===== src/design/pep1_pkg.sv =====
// Package of register map, field layout and timing constants for the page 1 register bank.
`default_nettype none
package pep1_pkg;
    // ------------------------------------------------------------------
    // Register map (byte addresses are four times the register index)
    // ------------------------------------------------------------------
    localparam logic [4:0]  IDX_GOOD_CRC_CNT   = 5'h12;
    localparam logic [4:0]  IDX_EXT_MODE_CTRL  = 5'h13;
    localparam logic [4:0]  IDX_PWR_SAVE_CTRL  = 5'h14;
    localparam logic [4:0]  IDX_PAGE_SELECT    = 5'h1F;
    localparam logic [4:0]  IDX_EXT_LOW        = 5'h10;
    localparam logic [4:0]  IDX_EXT_HIGH       = 5'h1E;
    localparam logic [4:0]  IDX_CTRL_STATUS    = 5'h00;
    localparam logic [15:0] PAGE_MAIN          = 16'h0000;
    localparam logic [15:0] PAGE_EXT1          = 16'h0001;
    // ------------------------------------------------------------------
    // Field positions
    // ------------------------------------------------------------------
    localparam int          CRC_FLAG_BIT       = 15;
    localparam int          CRC_CNT_MSB        = 13;
    localparam int          LED_BLINK_BIT      = 11;
    localparam int          XOVER_LSB          = 2;
    localparam int          CAREXT_BIT         = 15;
    localparam int          SLEEP_LSB          = 13;
    localparam int          WAKE_LSB           = 11;
    localparam int          SOFT_RESET_BIT     = 15;
    // ------------------------------------------------------------------
    // Reset values and limits
    // ------------------------------------------------------------------
    localparam logic [13:0] CRC_CNT_WRAP       = 14'h270F;
    localparam logic        LED_BLINK_RST      = 1'h0;
    localparam logic [1:0]  XOVER_RST          = 2'h0;
    localparam logic        CAREXT_DIS_RST     = 1'h1;
    localparam logic [1:0]  SLEEP_RST          = 2'h1;
    localparam logic [1:0]  WAKE_RST           = 2'h0;
    localparam logic [1:0]  XOVER_AUTO         = 2'h0;
    localparam logic [1:0]  XOVER_RESERVED     = 2'h1;
    localparam logic [1:0]  XOVER_MDI          = 2'h2;
    localparam logic [1:0]  XOVER_MDIX         = 2'h3;
    // ------------------------------------------------------------------
    // Timer settings
    // ------------------------------------------------------------------
    localparam int          CLK_HZ             = 25000000;
    localparam int          TICK_US            = 1000;
    localparam int          TICK_CYCLES        = CLK_HZ / 1000000 * TICK_US;
    localparam logic [11:0] SLEEP_MS_1S        = 12'h3E8;
    localparam logic [11:0] SLEEP_MS_2S        = 12'h7D0;
    localparam logic [11:0] SLEEP_MS_3S        = 12'hBB8;
    localparam logic [11:0] SLEEP_MS_4S        = 12'hFA0;
    localparam logic [11:0] WAKE_MS_160        = 12'h0A0;
    localparam logic [11:0] WAKE_MS_400        = 12'h190;
    localparam logic [11:0] WAKE_MS_800        = 12'h320;
    localparam logic [11:0] WAKE_MS_2S         = 12'h7D0;
endpackage : pep1_pkg
`default_nettype wire


===== src/design/pep1_tick.sv =====
// Millisecond tick divider and power-saving timers.
`default_nettype none
module pep1_tick
    import pep1_pkg::*;
#(
    parameter int TICK_DIV = TICK_CYCLES
) (
    // Clock and reset
    input  wire logic        clk_i,
    input  wire logic        rst_n_i,
    // Timer control
    input  wire logic [1:0]  sleep_sel_i,
    input  wire logic [1:0]  wake_sel_i,
    input  wire logic        idle_i,
    // Timer results
    output logic             sleep_due_o,
    output logic             wake_due_o
);
    typedef struct packed {
        logic [15:0] div;
        logic        tick;
        logic [11:0] sleep_ms;
        logic [11:0] wake_ms;
        logic        sleep_due;
        logic        wake_due;
    } pep1_tick_state_t;

    pep1_tick_state_t st;
    pep1_tick_state_t next_st;
    logic [11:0]      sleep_lim;
    logic [11:0]      wake_lim;

    always_comb begin
        case (sleep_sel_i)
            2'h0:    sleep_lim = SLEEP_MS_1S;
            2'h1:    sleep_lim = SLEEP_MS_2S;
            2'h2:    sleep_lim = SLEEP_MS_3S;
            default: sleep_lim = SLEEP_MS_4S;
        endcase
        case (wake_sel_i)
            2'h0:    wake_lim = WAKE_MS_160;
            2'h1:    wake_lim = WAKE_MS_400;
            2'h2:    wake_lim = WAKE_MS_800;
            default: wake_lim = WAKE_MS_2S;
        endcase
        next_st      = st;
        next_st.tick = 1'b0;
        if (st.div >= 16'(TICK_DIV - 1)) begin
            next_st.div  = 16'h0000;
            next_st.tick = 1'b1;
        end else begin
            next_st.div = st.div + 16'h0001;
        end
        // Idle link counts toward sleep; an active link counts toward wake-up.
        if (!idle_i) begin
            next_st.sleep_ms  = 12'h000;
            next_st.sleep_due = 1'b0;
        end else if (st.tick && !st.sleep_due) begin
            next_st.sleep_ms  = st.sleep_ms + 12'h001;
            next_st.sleep_due = (st.sleep_ms + 12'h001) >= sleep_lim;
        end
        if (idle_i) begin
            next_st.wake_ms  = 12'h000;
            next_st.wake_due = 1'b0;
        end else if (st.tick && !st.wake_due) begin
            next_st.wake_ms  = st.wake_ms + 12'h001;
            next_st.wake_due = (st.wake_ms + 12'h001) >= wake_lim;
        end
    end

    always_ff @(posedge clk_i or negedge rst_n_i) begin
        if (!rst_n_i) begin
            st <= '0;
        end else begin
            st <= next_st;
        end
    end

    assign sleep_due_o = st.sleep_due;
    assign wake_due_o  = st.wake_due;
endmodule : pep1_tick
`default_nettype wire


===== src/design/pep1_regs.sv =====
// Extended page 1 register bank of one PHY port behind an APB slave.
// Summary of operation
// Writing 0x0001 to register 31 maps addresses 16 to 30 onto the page 1 bank.
// Writing 0x0000 to register 31 maps addresses 16 to 30 back to the main bank.
// With page 1 selected, accesses to 16 to 30 act on page 1 registers only.
// Addresses 0 to 15 always reach the standard registers whatever the page.
// Bit 15 of the good-CRC counter shows a packet since the last read and clears on read.
// Bits 13:0 count good-CRC copper packets modulo 10000, wrapping after 9999.
// The good-CRC count clears on read and starts from zero after reset.
// Extended mode bit 11 at 1 lets LEDs blink after low-power hold release, 0 suppresses it.
// Extended mode bits 3:2 select auto, reserved, forced MDI or forced MDI-X crossover.
// Power control bit 15, default 1, disables carrier extension.
// Power control bits 14:13 pick a sleep timer of 1, 2, 3 or 4 s, default 2 s.
// Power control bits 12:11 pick a wake-up timer of 160, 400, 800 ms or 2 s, default 160 ms.
// Reserved bits and addresses read zero and ignore writes.
// Sticky fields survive a port software reset and reset only on hardware reset.
//
// Added by the designer: register access over APB.
`default_nettype none
module pep1_regs
    import pep1_pkg::*;
#(
    parameter int TICK_DIV = TICK_CYCLES
) (
    // Clock and reset
    input  wire logic        CLK_SYS_I,
    input  wire logic        NRST_I,
    // APB slave
    input  wire logic        PSEL_I,
    input  wire logic        PENABLE_I,
    input  wire logic        PWRITE_I,
    input  wire logic [6:0]  PADDR_I,
    input  wire logic [31:0] PWDATA_I,
    output logic [31:0]      PRDATA_O,
    output logic             PREADY_O,
    output logic             PSLVERR_O,
    // Main-bank access for addresses outside page 1
    output logic             MAIN_SEL_O,
    output logic             MAIN_WRITE_O,
    output logic [4:0]       MAIN_ADDR_O,
    output logic [15:0]      MAIN_WDATA_O,
    input  wire logic [15:0] MAIN_RDATA_I,
    // Media events and port status
    input  wire logic        GOOD_CRC_PKT_I,
    input  wire logic        LOW_POWER_HOLD_INPUT_I,
    input  wire logic        LINK_IDLE_I,
    // Control outputs
    output logic             LED_WAKE_BLINK_SELECT_O,
    output logic             LED_BLINK_REQ_O,
    output logic [1:0]       CROSSOVER_FORCE_SELECT_O,
    output logic             CARRIER_EXT_DISABLE_O,
    output logic             SLEEP_DUE_O,
    output logic             WAKE_DUE_O
);
    typedef struct packed {
        logic        pkt_s1;
        logic        pkt_s2;
        logic        pkt_d;
        logic        hold_s1;
        logic        hold_s2;
        logic        hold_d;
        logic        idle_s1;
        logic        idle_s2;
        logic [15:0] page;
        logic        pkt_flag;
        logic [13:0] crc_cnt;
        logic        led_blink;
        logic [1:0]  xover;
        logic        carext_dis;
        logic [1:0]  sleep_sel;
        logic [1:0]  wake_sel;
        logic [31:0] prdata;
        logic        pready;
        logic        main_sel;
        logic        main_write;
        logic [4:0]  main_addr;
        logic [15:0] main_wdata;
        logic        blink_req;
        logic        sleep_due;
        logic        wake_due;
    } pep1_state_t;

    pep1_state_t st;
    pep1_state_t next_st;
    logic [1:0]  rst_sync;
    logic        rst_n;
    logic [4:0]  idx;
    logic        setup;
    logic        acc;
    logic        ext_hit;
    logic        pkt_evt;
    logic        sleep_due;
    logic        wake_due;
    logic [15:0] rd;

    // --------------------------------------------------------------
    // Reset synchroniser
    // --------------------------------------------------------------
    always_ff @(posedge CLK_SYS_I or negedge NRST_I) begin
        if (!NRST_I) begin
            rst_sync <= 2'h0;
        end else begin
            rst_sync <= {rst_sync[0], 1'b1};
        end
    end
    assign rst_n = rst_sync[1];

    // --------------------------------------------------------------
    // Power-saving timers
    // --------------------------------------------------------------
    pep1_tick #(
        .TICK_DIV    (TICK_DIV)
    ) u_tick (
        .clk_i       (CLK_SYS_I),
        .rst_n_i     (rst_n),
        .sleep_sel_i (st.sleep_sel),
        .wake_sel_i  (st.wake_sel),
        .idle_i      (st.idle_s2),
        .sleep_due_o (sleep_due),
        .wake_due_o  (wake_due)
    );

    assign idx     = PADDR_I[6:2];
    assign setup   = PSEL_I && !PENABLE_I;
    assign acc     = PSEL_I && PENABLE_I && st.pready;
    assign ext_hit = (st.page == PAGE_EXT1) && (idx >= IDX_EXT_LOW) && (idx <= IDX_EXT_HIGH);
    assign pkt_evt = st.pkt_s2 && !st.pkt_d;

    // --------------------------------------------------------------
    // Next-state logic
    // --------------------------------------------------------------
    always_comb begin
        next_st         = st;
        next_st.pkt_s1  = GOOD_CRC_PKT_I;
        next_st.pkt_s2  = st.pkt_s1;
        next_st.pkt_d   = st.pkt_s2;
        next_st.hold_s1 = LOW_POWER_HOLD_INPUT_I;
        next_st.hold_s2 = st.hold_s1;
        next_st.hold_d  = st.hold_s2;
        next_st.idle_s1 = LINK_IDLE_I;
        next_st.idle_s2 = st.idle_s1;
        next_st.pready  = setup;
        next_st.main_sel = 1'b0;
        next_st.sleep_due = sleep_due;
        next_st.wake_due  = wake_due;
        // LED blink pulse on release of the low-power hold, when enabled.
        next_st.blink_req = st.hold_d && !st.hold_s2 && st.led_blink;
        if (pkt_evt) begin
            next_st.pkt_flag = 1'b1;
            next_st.crc_cnt  = (st.crc_cnt >= CRC_CNT_WRAP) ? 14'h0000
                                                             : st.crc_cnt + 14'h0001;
        end
        // A counter read includes a packet of its own setup cycle.
        rd = 16'h0000;
        case (idx)
            IDX_GOOD_CRC_CNT:  rd = {next_st.pkt_flag, 1'b0, next_st.crc_cnt};
            IDX_EXT_MODE_CTRL: rd = {4'h0, st.led_blink, 7'h00, st.xover, 2'h0};
            IDX_PWR_SAVE_CTRL: rd = {st.carext_dis, st.sleep_sel, st.wake_sel, 11'h000};
            default:           rd = 16'h0000;
        endcase
        if (setup) begin
            next_st.prdata = 32'h0000_0000;
            if (idx == IDX_PAGE_SELECT) begin
                next_st.prdata = {16'h0000, st.page};
            end else if (ext_hit) begin
                next_st.prdata = {16'h0000, rd};
            end else begin
                // Main-bank requests are issued in setup; data returns in the access phase.
                next_st.main_sel   = 1'b1;
                next_st.main_write = PWRITE_I;
                next_st.main_addr  = idx;
                next_st.main_wdata = PWDATA_I[15:0];
            end
        end
        if (acc && !PWRITE_I && ext_hit && idx == IDX_GOOD_CRC_CNT) begin
            // A packet landing on the read cycle starts the new count instead of being lost.
            next_st.pkt_flag = pkt_evt;
            next_st.crc_cnt  = pkt_evt ? 14'h0001 : 14'h0000;
        end
        if (acc && PWRITE_I) begin
            if (idx == IDX_PAGE_SELECT) begin
                next_st.page = PWDATA_I[15:0];
            end else if (ext_hit) begin
                case (idx)
                    IDX_EXT_MODE_CTRL: begin
                        next_st.led_blink = PWDATA_I[LED_BLINK_BIT];
                        next_st.xover     = PWDATA_I[XOVER_LSB +: 2];
                    end
                    IDX_PWR_SAVE_CTRL: begin
                        next_st.carext_dis = PWDATA_I[CAREXT_BIT];
                        next_st.sleep_sel  = PWDATA_I[SLEEP_LSB +: 2];
                        next_st.wake_sel   = PWDATA_I[WAKE_LSB +: 2];
                    end
                    default: ;
                endcase
            end else if (idx == IDX_CTRL_STATUS && PWDATA_I[SOFT_RESET_BIT]) begin
                // Port software reset clears volatile state only; sticky fields remain.
                next_st.pkt_flag = pkt_evt;
                next_st.crc_cnt  = pkt_evt ? 14'h0001 : 14'h0000;
                next_st.xover    = XOVER_RST;
            end
        end
    end

    // --------------------------------------------------------------
    // State register
    // --------------------------------------------------------------
    always_ff @(posedge CLK_SYS_I or negedge rst_n) begin
        if (!rst_n) begin
            st.pkt_s1     <= 1'b0;
            st.pkt_s2     <= 1'b0;
            st.pkt_d      <= 1'b0;
            st.hold_s1    <= 1'b0;
            st.hold_s2    <= 1'b0;
            st.hold_d     <= 1'b0;
            st.idle_s1    <= 1'b0;
            st.idle_s2    <= 1'b0;
            st.page       <= PAGE_MAIN;
            st.pkt_flag   <= 1'b0;
            st.crc_cnt    <= 14'h0000;
            st.led_blink  <= LED_BLINK_RST;
            st.xover      <= XOVER_RST;
            st.carext_dis <= CAREXT_DIS_RST;
            st.sleep_sel  <= SLEEP_RST;
            st.wake_sel   <= WAKE_RST;
            st.prdata     <= 32'h0000_0000;
            st.pready     <= 1'b0;
            st.main_sel   <= 1'b0;
            st.main_write <= 1'b0;
            st.main_addr  <= 5'h00;
            st.main_wdata <= 16'h0000;
            st.blink_req  <= 1'b0;
            st.sleep_due  <= 1'b0;
            st.wake_due   <= 1'b0;
        end else begin
            st.pkt_s1     <= next_st.pkt_s1;
            st.pkt_s2     <= next_st.pkt_s2;
            st.pkt_d      <= next_st.pkt_d;
            st.hold_s1    <= next_st.hold_s1;
            st.hold_s2    <= next_st.hold_s2;
            st.hold_d     <= next_st.hold_d;
            st.idle_s1    <= next_st.idle_s1;
            st.idle_s2    <= next_st.idle_s2;
            st.page       <= next_st.page;
            st.pkt_flag   <= next_st.pkt_flag;
            st.crc_cnt    <= next_st.crc_cnt;
            st.led_blink  <= next_st.led_blink;
            st.xover      <= next_st.xover;
            st.carext_dis <= next_st.carext_dis;
            st.sleep_sel  <= next_st.sleep_sel;
            st.wake_sel   <= next_st.wake_sel;
            st.prdata     <= next_st.prdata;
            st.pready     <= next_st.pready;
            st.main_sel   <= next_st.main_sel;
            st.main_write <= next_st.main_write;
            st.main_addr  <= next_st.main_addr;
            st.main_wdata <= next_st.main_wdata;
            st.blink_req  <= next_st.blink_req;
            st.sleep_due  <= next_st.sleep_due;
            st.wake_due   <= next_st.wake_due;
        end
    end

    // --------------------------------------------------------------
    // Outputs
    // --------------------------------------------------------------
    // Main-bank read data is muxed in only while the registered select is high.
    assign PRDATA_O                 = st.main_sel ? {16'h0000, MAIN_RDATA_I} : st.prdata;
    assign PREADY_O                 = st.pready;
    assign PSLVERR_O                = 1'b0;
    assign MAIN_SEL_O               = st.main_sel;
    assign MAIN_WRITE_O             = st.main_write;
    assign MAIN_ADDR_O              = st.main_addr;
    assign MAIN_WDATA_O             = st.main_wdata;
    assign LED_WAKE_BLINK_SELECT_O  = st.led_blink;
    assign LED_BLINK_REQ_O          = st.blink_req;
    assign CROSSOVER_FORCE_SELECT_O = st.xover;
    assign CARRIER_EXT_DISABLE_O    = st.carext_dis;
    assign SLEEP_DUE_O              = st.sleep_due;
    assign WAKE_DUE_O               = st.wake_due;
endmodule : pep1_regs
`default_nettype wire


===== config.mk =====
export PLATFORM = sky130hd
export DESIGN_NAME = pep1_regs
export DESIGN_NICKNAME = d
export VERILOG_FILES = /design/src/design/pep1_pkg.sv /design/src/design/pep1_tick.sv /design/src/design/pep1_regs.sv
export SDC_FILE = /design/constraint.sdc
export NUM_CORES = 1
export LEC_CHECK = 0
export ABC_AREA = 1
export BUFFER_PORTS_ARGS = -buffer_cell sky130_fd_sc_hd__buf_2
export CORE_ASPECT_RATIO = 0.8
export CORE_MARGIN = 5
export CORE_UTILIZATION = 40
export DETAILED_ROUTE_END_ITERATION = 10
export SLEW_MARGIN = 25
export SYNTH_ARGS = -nofsm -noshare
export SYNTH_HDL_FRONTEND = slang
export SYNTH_SLANG_ARGS = --single-unit
export TNS_END_PERCENT = 10

===== constraint.sdc =====
create_clock -name CLK_SYS_I -period 5 [get_ports CLK_SYS_I]
set_clock_uncertainty 0.05 [all_clocks]
set_input_delay 0.75 -clock CLK_SYS_I [delete_from_list [all_inputs] [get_ports CLK_SYS_I]]
set_output_delay 0.75 -clock CLK_SYS_I [all_outputs]
set_load 0.02 [all_outputs]

# --- Word-level counts from Yosys, hierarchy flattened ---
# Cells that the tools add are included.
# W data, S select, Z words.
op_classes:
  n_eq_ne: 11
  n_reduce_logical: 31
  bitwise: 2
  add_sub_neg: 4
  mux: 33
  order_cmp: 6
ops:
  columns: ["operator", "count"]
  rows:
  - ["$mux W23", 5]
  - ["$mux W15", 4]
  - ["$mux W12", 4]
  - ["$mux W16", 3]
  - ["$pmux W16 S3", 1]
  - ["$pmux W12 S3", 1]
  - ["$pmux W11 S3", 1]
  - ["$mux W32", 1]
  - ["$add A12 B1 Y12 const B", 2]
  - ["$eq A5 B5 Y1 const B", 4]
  - ["$add A16 B1 Y16 const B", 1]
  - ["$eq A16 B1 Y1 const B", 1]
  - ["$ge A16 B15 Y1 const B", 1]
  - ["$logic_and A1 B1 Y1", 15]
  - ["$add A14 B1 Y14 const B", 1]
  - ["$ge A14 B14 Y1 const B", 1]
  - ["$mux W14", 1]
  - ["$ge A12 B11 Y1", 1]
  - ["$ge A12 B12 Y1", 1]
  - ["$reduce_and A4 Y1", 3]
  - ["$mux W5", 2]
  - ["$mux W1", 7]
  - ["$logic_not A1 Y1", 6]
  - ["$ge A5 B5 Y1 const B", 1]
  - ["12 further kinds", 19]
word_totals:
  input_bits: 63
  word_cells: 119
  ff_bits: 151

# --- Longest topological paths before layout ---
# Gate-level depths: netlist of the first run.
depth:
  word_depth: 10
  mapped_depth: 19

# --- Modules after synthesis ---
# Synthesis of the first run repeated with hierarchy kept, for this count alone.
unflattened:
  cells_unflattened: 932
  area_unflattened_um2: 7503.4
by_module_without_submodules:
  columns: ["module", "n_inst", "cells_per_inst", "area_per_inst_um2"]
  rows:
  - ["pep1_regs", 1, 577, 4769.6]
  - ["pep1_tick", 1, 355, 2733.9]

# --- Worst setup path before layout of the first run ---
# OpenSTA, ideal clock, no wires.
synth_timing:
  path_kind: "register -> output"
  start: "register st (netlist bit MAIN_SEL_O)"
  end: "output port PRDATA_O[10]"
  t_arrival_ps: 1363
  path_slack_ps: 2837
  stages_incl_launch_ff: 4
  path_cell_list: "dfrtp_1 clkbuf_1 buf_2 mux2_2"
synth_between:
  elab_chain_cells: 1
synth_rtl:
  columns: ["item", "line_no", "source"]
  rows:
  - ["start: declaration", "pep1_regs.sv:83", "pep1_state_t st;"]
  - ["$mux W32", "pep1_regs.sv:268", "assign PRDATA_O = st.main_sel ? {16'h0000, MAIN_RDATA_I} : st.prdata;"]
  - ["end: declaration", "pep1_regs.sv:34", "output logic [31:0] PRDATA_O,"]
# No other way between the ends.

# --- Final worst setup path of the first run ---
layout_timing:
  start: "register st (netlist bit MAIN_SEL_O)"
  end: "output port PRDATA_O[13]"
# The elaborated chain is that of the path after synthesis.

==> impl_results.md, run 1 <==
- Share of layout cells above drive strength 1: 20.8%
- Status: finished clean
- Cts-stage hold buffer count: 0
- Drt initial violations: about 370
- Number of buffers created by CTS: 17
- Vias in the first global route: 5619
- Total track usage: ~17%
- Yosys Warn Count: 0
- Clk sink count: around 140
- Ports: roughly 130
- Most common cell after layout, fill and taps aside: nand2_1
- Minimum clock period: around 2.7 ns
- Period utilization: a little over half
- Synth Cell Area: around 7600 sq um
- Register area share after synthesis: 44.7%
- Post-synthesis register bit count: roughly 140
- Hold Path Class: in -> async
- RD Place Congestion: 0.831
- Nets@finish: 1068
- Relative slew margins: between 40% and 50%
- Final Max Tran Viols: 0
- Critical path capture point type: primary output
- Setup Fix Bufs, Post-CTS: 0
- Clk slew on worst S/H paths: 0.06 ns
- Syn avg cell area: a little over 8 sq um
- Placed Area: around 8000 sq um
- Fin Setup TNS: 0 ns
- Area Growth Syn to Fin: 14.0%
- Main flop type after synthesis: dfrtp_1
- First-pass GRT wire length: 28.5 mm
- CTS tree: yes
- Die width: approximately 160 microns
- Die Footprint: ~22000 sq um
- Data required, critical path: 4.20 ns
- CTS resizes: 0
- Setup WS post-layout: 2.32 ns
- Post-route cell area: between 8000 and 9000 sq um
- First-pass iteration count of the detailed router: 5
- DRT antenna net count: 0
- Largest net degree at the start of global routing: 60
- Drc violations: 0
- Post-synth EDFFs: 0
- Mapped Cells: between 900 and 1000
- Worst slack at placement: around 2.3 ns
- Async SR Flop Fraction: 100%
- Reg-to-reg startpoint: u_tick.st[4]$_DFFE_PN0P_
- Unrepaired setup endpoints after global routing: no
- Yosys cell types: 47
- Fmax: roughly 0.37 GHz
- Core Box Area: approximately 19000 sq um
- Crit. Startpoint: MAIN_SEL_O$_DFF_PN0_
- Commonest cells after routing, fill and taps aside: nand2_1, dfrtp_1, inv_1, nor2_1, buf_2
- Num rows: 45
- Initial Utilization: about two fifths
- Bufs on Longest Clock Path: 2
- Startpoint Class: flop
- Final Hold Viols: 0
- GRT overflow: 0
- Setup CP Type: reg -> out
- DR vias/cell: about 4.7
- Htree depth: 4
- Clk_lat worst skew: ~0.43 ns
- Fin Hold WS: about 0.047 ns
- Endpoints failing setup: 0
- Initial antenna violation count: 0
- N_diodes: 0
- LEAKAGE: roughly 4.3 nW
- Max Fanout on Critical Path: 17
- WL/cell: about 14 microns
- I/O Buffers: 91
- Via count: about 5900
- Clock Tree Root: clkbuf_16
- Die Ht: about 130 microns
- PwrDens: ~340 nW/um^2
- Peak supply drop: approximately 210 uV
- Routed WL: 17.1 mm
- Hpwl dp: approximately 13 mm
- Worst EP arrival: 1.88 ns
- Slew @ Worst Pin: around 0.85 ns
- Max Cap Viol: 0
[flip-flops by register name, summed over array words and instances (netlist names), 2 cells and up]
register,flops
MAIN_ADDR_O,5
next_st,5
MAIN_WDATA_O,16
CROSSOVER_FORCE_SELECT_O,2
st,54
rst_sync,2
u_tick.st,41
[area by class of cell]
cell class / count / area (sq um)
Multi-Input combinational cell: 600 / 3310
Timing Repair Buffer: 93 / 470
Tap cell: 258 / 323
Inverter: 137 / 514
Clock buffer: 22 / 484
Clock inverter: 10 / 143
Fill cell: 1908 / 10200
Sequential cell: 135 / 3380
[cell usage after synthesis (all sizes together), types with 4 or more instances]
cell    count  area share (%)
nand2     193              10
inv       137             6.8
dfrtp     133              44
nor2      101             5.8
o21ai      79             6.2
buf        52             5.3
nand3      50             3.8
a21oi      28             2.2
nand4      26             2.2
ha         21             3.5
nor3       19             1.9
mux2       16             2.4
xor2       14             1.6
o22ai      12            0.99
clkbuf      9            0.45
a31oi       5            0.41
nor3b       4            0.40
[worst paths after layout]
check	end	cells after the start	slack, ns
worst max-delay path	PRDATA_O[13]	2	2.32
worst min-delay path	rst_sync[0]$_DFF_PN0_	1	0.05
worst max register to register	u_tick.wake_due_o$_DFFE_PN0P_	14	2.61
worst min register to register	st[98]$_DFF_PN0_	0	0.30
max in group asynchronous	st[30]$_DFFE_PN0P_	1	3.53
min in group CLK_SYS_I	st[98]$_DFF_PN0_	0	0.30
[cells by family after synthesis]
group,after synthesis,synth area share (%)
muxes,16,2.38
and+or+nand+nor,398,24.5
AOI/OAI and AO/OA,132,10.7
xor gates and xnor gates,14,1.62
adders and majority gates,21,3.47
buffers and inverters,198,12.5
DFF,135,44.7
other,2,0.0992
[stage by stage]
step           cells  utilization [%]  total power, mW
4_1_cts         1255             45.9             3.01
5_1_grt         1255             45.9             3.11
6_report        1255             45.9             2.97
3_5_place_dp    1223             42.6             1.67
3_3_place_gp    1223             42.5             1.66
2_1_floorplan    933                -             1.58
[per-layer routing]
| metal | global-route usage [%] | vias up | part of all wire [%] |
|---|---|---|---|
| met1 | 24.5 | 2707 | 51 |
| met3 | 3.67 | 16 | 4.7 |
| met5 | 0 | - | 0 |
| met4 | 5.03 | 0 | 1.1 |
| li1 | - | 3040 | - |
| met2 | 24.2 | 121 | 43 |
[critical path, cell delays in order, from the launching register on]
cell	delay (ns)
dfrtp_1	0.88
mux2_2	0.41
buf_2	0.16
[power breakdown]
| group | switching [mW] | internal, mW | total (mW) | leakage (nW) |
|---|---|---|---|---|
| Sequential | 0.0843 | 1.18 | 1.26 | 1.75 |
| Combinational | 0.245 | 0.142 | 0.387 | 2.24 |
| Clock | 0.479 | 0.839 | 1.32 | 0.307 |
(Power assumes the default switching activity.)
==> inputs of run 2 (changes only) <==
==> constraint.sdc (replaced) <==
create_clock -name CLK_SYS_I -period 2.6 [get_ports CLK_SYS_I]
set_clock_uncertainty 0.05 [all_clocks]
set_input_delay 0.39 -clock CLK_SYS_I [delete_from_list [all_inputs] [get_ports CLK_SYS_I]]
set_output_delay 0.39 -clock CLK_SYS_I [all_outputs]
set_load 0.02 [all_outputs]
==> run 2 against run 1 <==
  * Global-route usage barely moved
  * Sequential power rose by 92%
  * Final cell count is 0.88% higher
  * Non-clock buffer count rose by 11
  * Routed wire length grew 1.4%
  * Setup slack worse by 2.1 ns
  * Via count up 1.2%
  * Critical path depth is 12 higher
  * Sequential cell count is the same
  * Sequential share of layout area down 0.66 points
  * First-iteration DRC count increased by 30%
  * Cell area grew 1.7%
==> impl_results.md, run 2 (synthesis results as in run 1) <==
- Status: finished clean
- Area Growth Syn to Fin: 16.0%
- Ports: 127
- Number of buffers created by CTS: 17
- Die Ht: 133 microns
- Final Hold Viols: 0
- Core Box Area: roughly 19000 sq um
- Routed WL: 17.3 mm
- WL/cell: about 14 microns
- Max Cap Viol: 0
- Bufs on Longest Clock Path: 2
- CTS resizes: 0
- Vias in the first global route: about 5700
- Hold Path Origin: LOW_POWER_HOLD_INPUT_I
- Most common cell after layout, fill and taps aside: nand2_1
- Setup Fix Bufs, Post-CTS: 0
- Initial Utilization: 40.3%
- Total track usage: 16.5%
- Reg2Reg Depth: 14
- Via count: between 5000 and 6000
- Hpwl dp: between 10 and 15 mm
- Setup CP Type: reg -> reg
- Drc violations: 0
- First-pass GRT wire length: 28.7 mm
- DR vias/cell: 4.70
- Worst path max stage delay: ~0.43 ns
- Max reg flops: 54
- Fmax: 0.427 GHz
- Post-layout util: between 40% and 50%
- Crit. Startpoint: u_tick.st[4]$_DFFE_PN0P_
- I/O Buffers: 91
- Fin Setup TNS: 0 ns
- Clk slew on worst S/H paths: around 0.06 ns
- Initial antenna violation count: 0
- Critical path capture point type: flop
- Fin Hold WS: 0.0221 ns
- Die width: ~160 microns
- Hold Path Class: in -> reg
- RD Place Congestion: between 0.8 and 0.9
- DRT antenna net count: 0
- Clk sink count: 135
- Hold Crit Depth: 1
- Die Footprint: approximately 22000 sq um
- GRT overflow: 0
- Most flop-heavy register: st
- Largest net degree at the start of global routing: 46
- Total design power: about 5.9 mW
- Peak supply drop: ~400 uV
- Max Fanout on Critical Path: 6
- First-pass iteration count of the detailed router: 5
- Reg-to-reg startpoint: u_tick.st[4]$_DFFE_PN0P_
- PwrDens: 671 nW/um^2
- Commonest cells after routing, fill and taps aside: nand2_1, dfrtp_1, inv_1, nor2_1, buf_2
- CP max-delay cell: dfrtp_1
- Clock Tree Root: clkbuf_16
- Minimum clock period: about 2.3 ns
- Num rows: 45
- Htree depth: 4
- Share of layout cells above drive strength 1: a little over a fifth
- LEAKAGE: around 4.4 nW
- Clk_lat worst skew: about 0.43 ns
- Setup WS post-layout: 0.260 ns
- N_diodes: 0
- Endpoints failing setup: 0
- Startpoint Class: flop
- Drt initial violations: 473
- Unrepaired setup endpoints after global routing: no
- Nets@finish: around 1100
- Worst EP arrival: around 2.6 ns
- Final Max Tran Viols: 0
- Relative slew margins: 57.5%
- CTS tree: yes
- Critical Path, Cell by Cell: nand2_1 -> nor2_1 -> nand3_1 -> nor2_1 -> nand2_1 -> xor2_1 -> inv_1 -> ha_1 -> a21oi_1 -> o211ai_1 -> inv_1 -> nand3_1 -> nand3_1 -> nand2_1
- Period utilization: 90.0%
- Slew @ Worst Pin: roughly 0.64 ns
- Worst slack at placement: 0.291 ns
- Data required, critical path: 2.87 ns
## run 2: changes by cell type in the layout (fill, tap and decap cells not counted), moves of 2 or more
| cell | change |
|---|---|
| bufinv_16 | +2 |
| buf_12 | +3 |
| clkbuf_8 | -3 |
| buf_4 | +5 |
| dlygate4sd3_1 | +3 |
| inv_6 | +3 |
## run 2: layer usage
layer | wire length (microns) | global-route usage [%] | vias up | share of wire, %
met2 | 7300 | 23.5 | 117 | 42
met5 | 0 | 0 | - | 0
li1 | - | - | 3062 | -
met4 | 295 | 5.59 | 0 | 1.7
met1 | 8910 | 25.0 | 2751 | 52
met3 | 784 | 3.24 | 24 | 4.5
## run 2: final cells by class
| cell class | instances | area (sq um) |
|---|---|---|
| inverters | 137 | 514 |
| flip-flops and latches | 135 | 3380 |
| repair buffers | 104 | 598 |
| fillers | 1900 | 10000 |
| multi-input cells | 600 | 3300 |
| clock inverters | 14 | 218 |
| well taps | 258 | 323 |
| clock buffers | 18 | 439 |
## run 2: final timing paths
path | end | slack (ns)
max reg2reg | u_tick.wake_due_o$_DFFE_PN0P_ | 0.26
min reg2reg | u_tick.st[7]$_DFFE_PN0P_ | 0.29
min in group asynchronous | rst_sync[1]$_DFF_PN0_ | 0.22
max in group asynchronous | u_tick.st[26]$_DFF_PN0_ | 1.47
max | u_tick.wake_due_o$_DFFE_PN0P_ | 0.26
min | next_st[101]$_DFF_PN0_ | 0.02
## run 2: power by group
part	switching, mW	leakage, nW	internal [mW]
registers	0.155	1.75	2.26
clock network	0.975	0.325	1.74
logic	0.475	2.31	0.288
## run 2: through the flow
| step | cell area [sq um] | instances |
|---|---|---|
| floorplan | 7640 | 933 |
| global placement | 8090 | 1231 |
| detailed placement | 8090 | 1231 |
| CTS | 8780 | 1266 |
| global route | 8780 | 1266 |
| finish | 8780 | 1266 |
## run 2: critical path, delay by kind of cell (launching register included)
kind	cells	cell delay [ns]
buf+inv	2	0.14
fa+ha+maj	1	0.29
flops	1	0.43
compound gates	2	0.25
xor+xnor	1	0.18
simple gates	8	0.89
## run 2: timing repair
item,CTS,global route
endpoints found under the setup margin,0,0
endpoints found under the hold margin,4,0
hold buffers,3,0
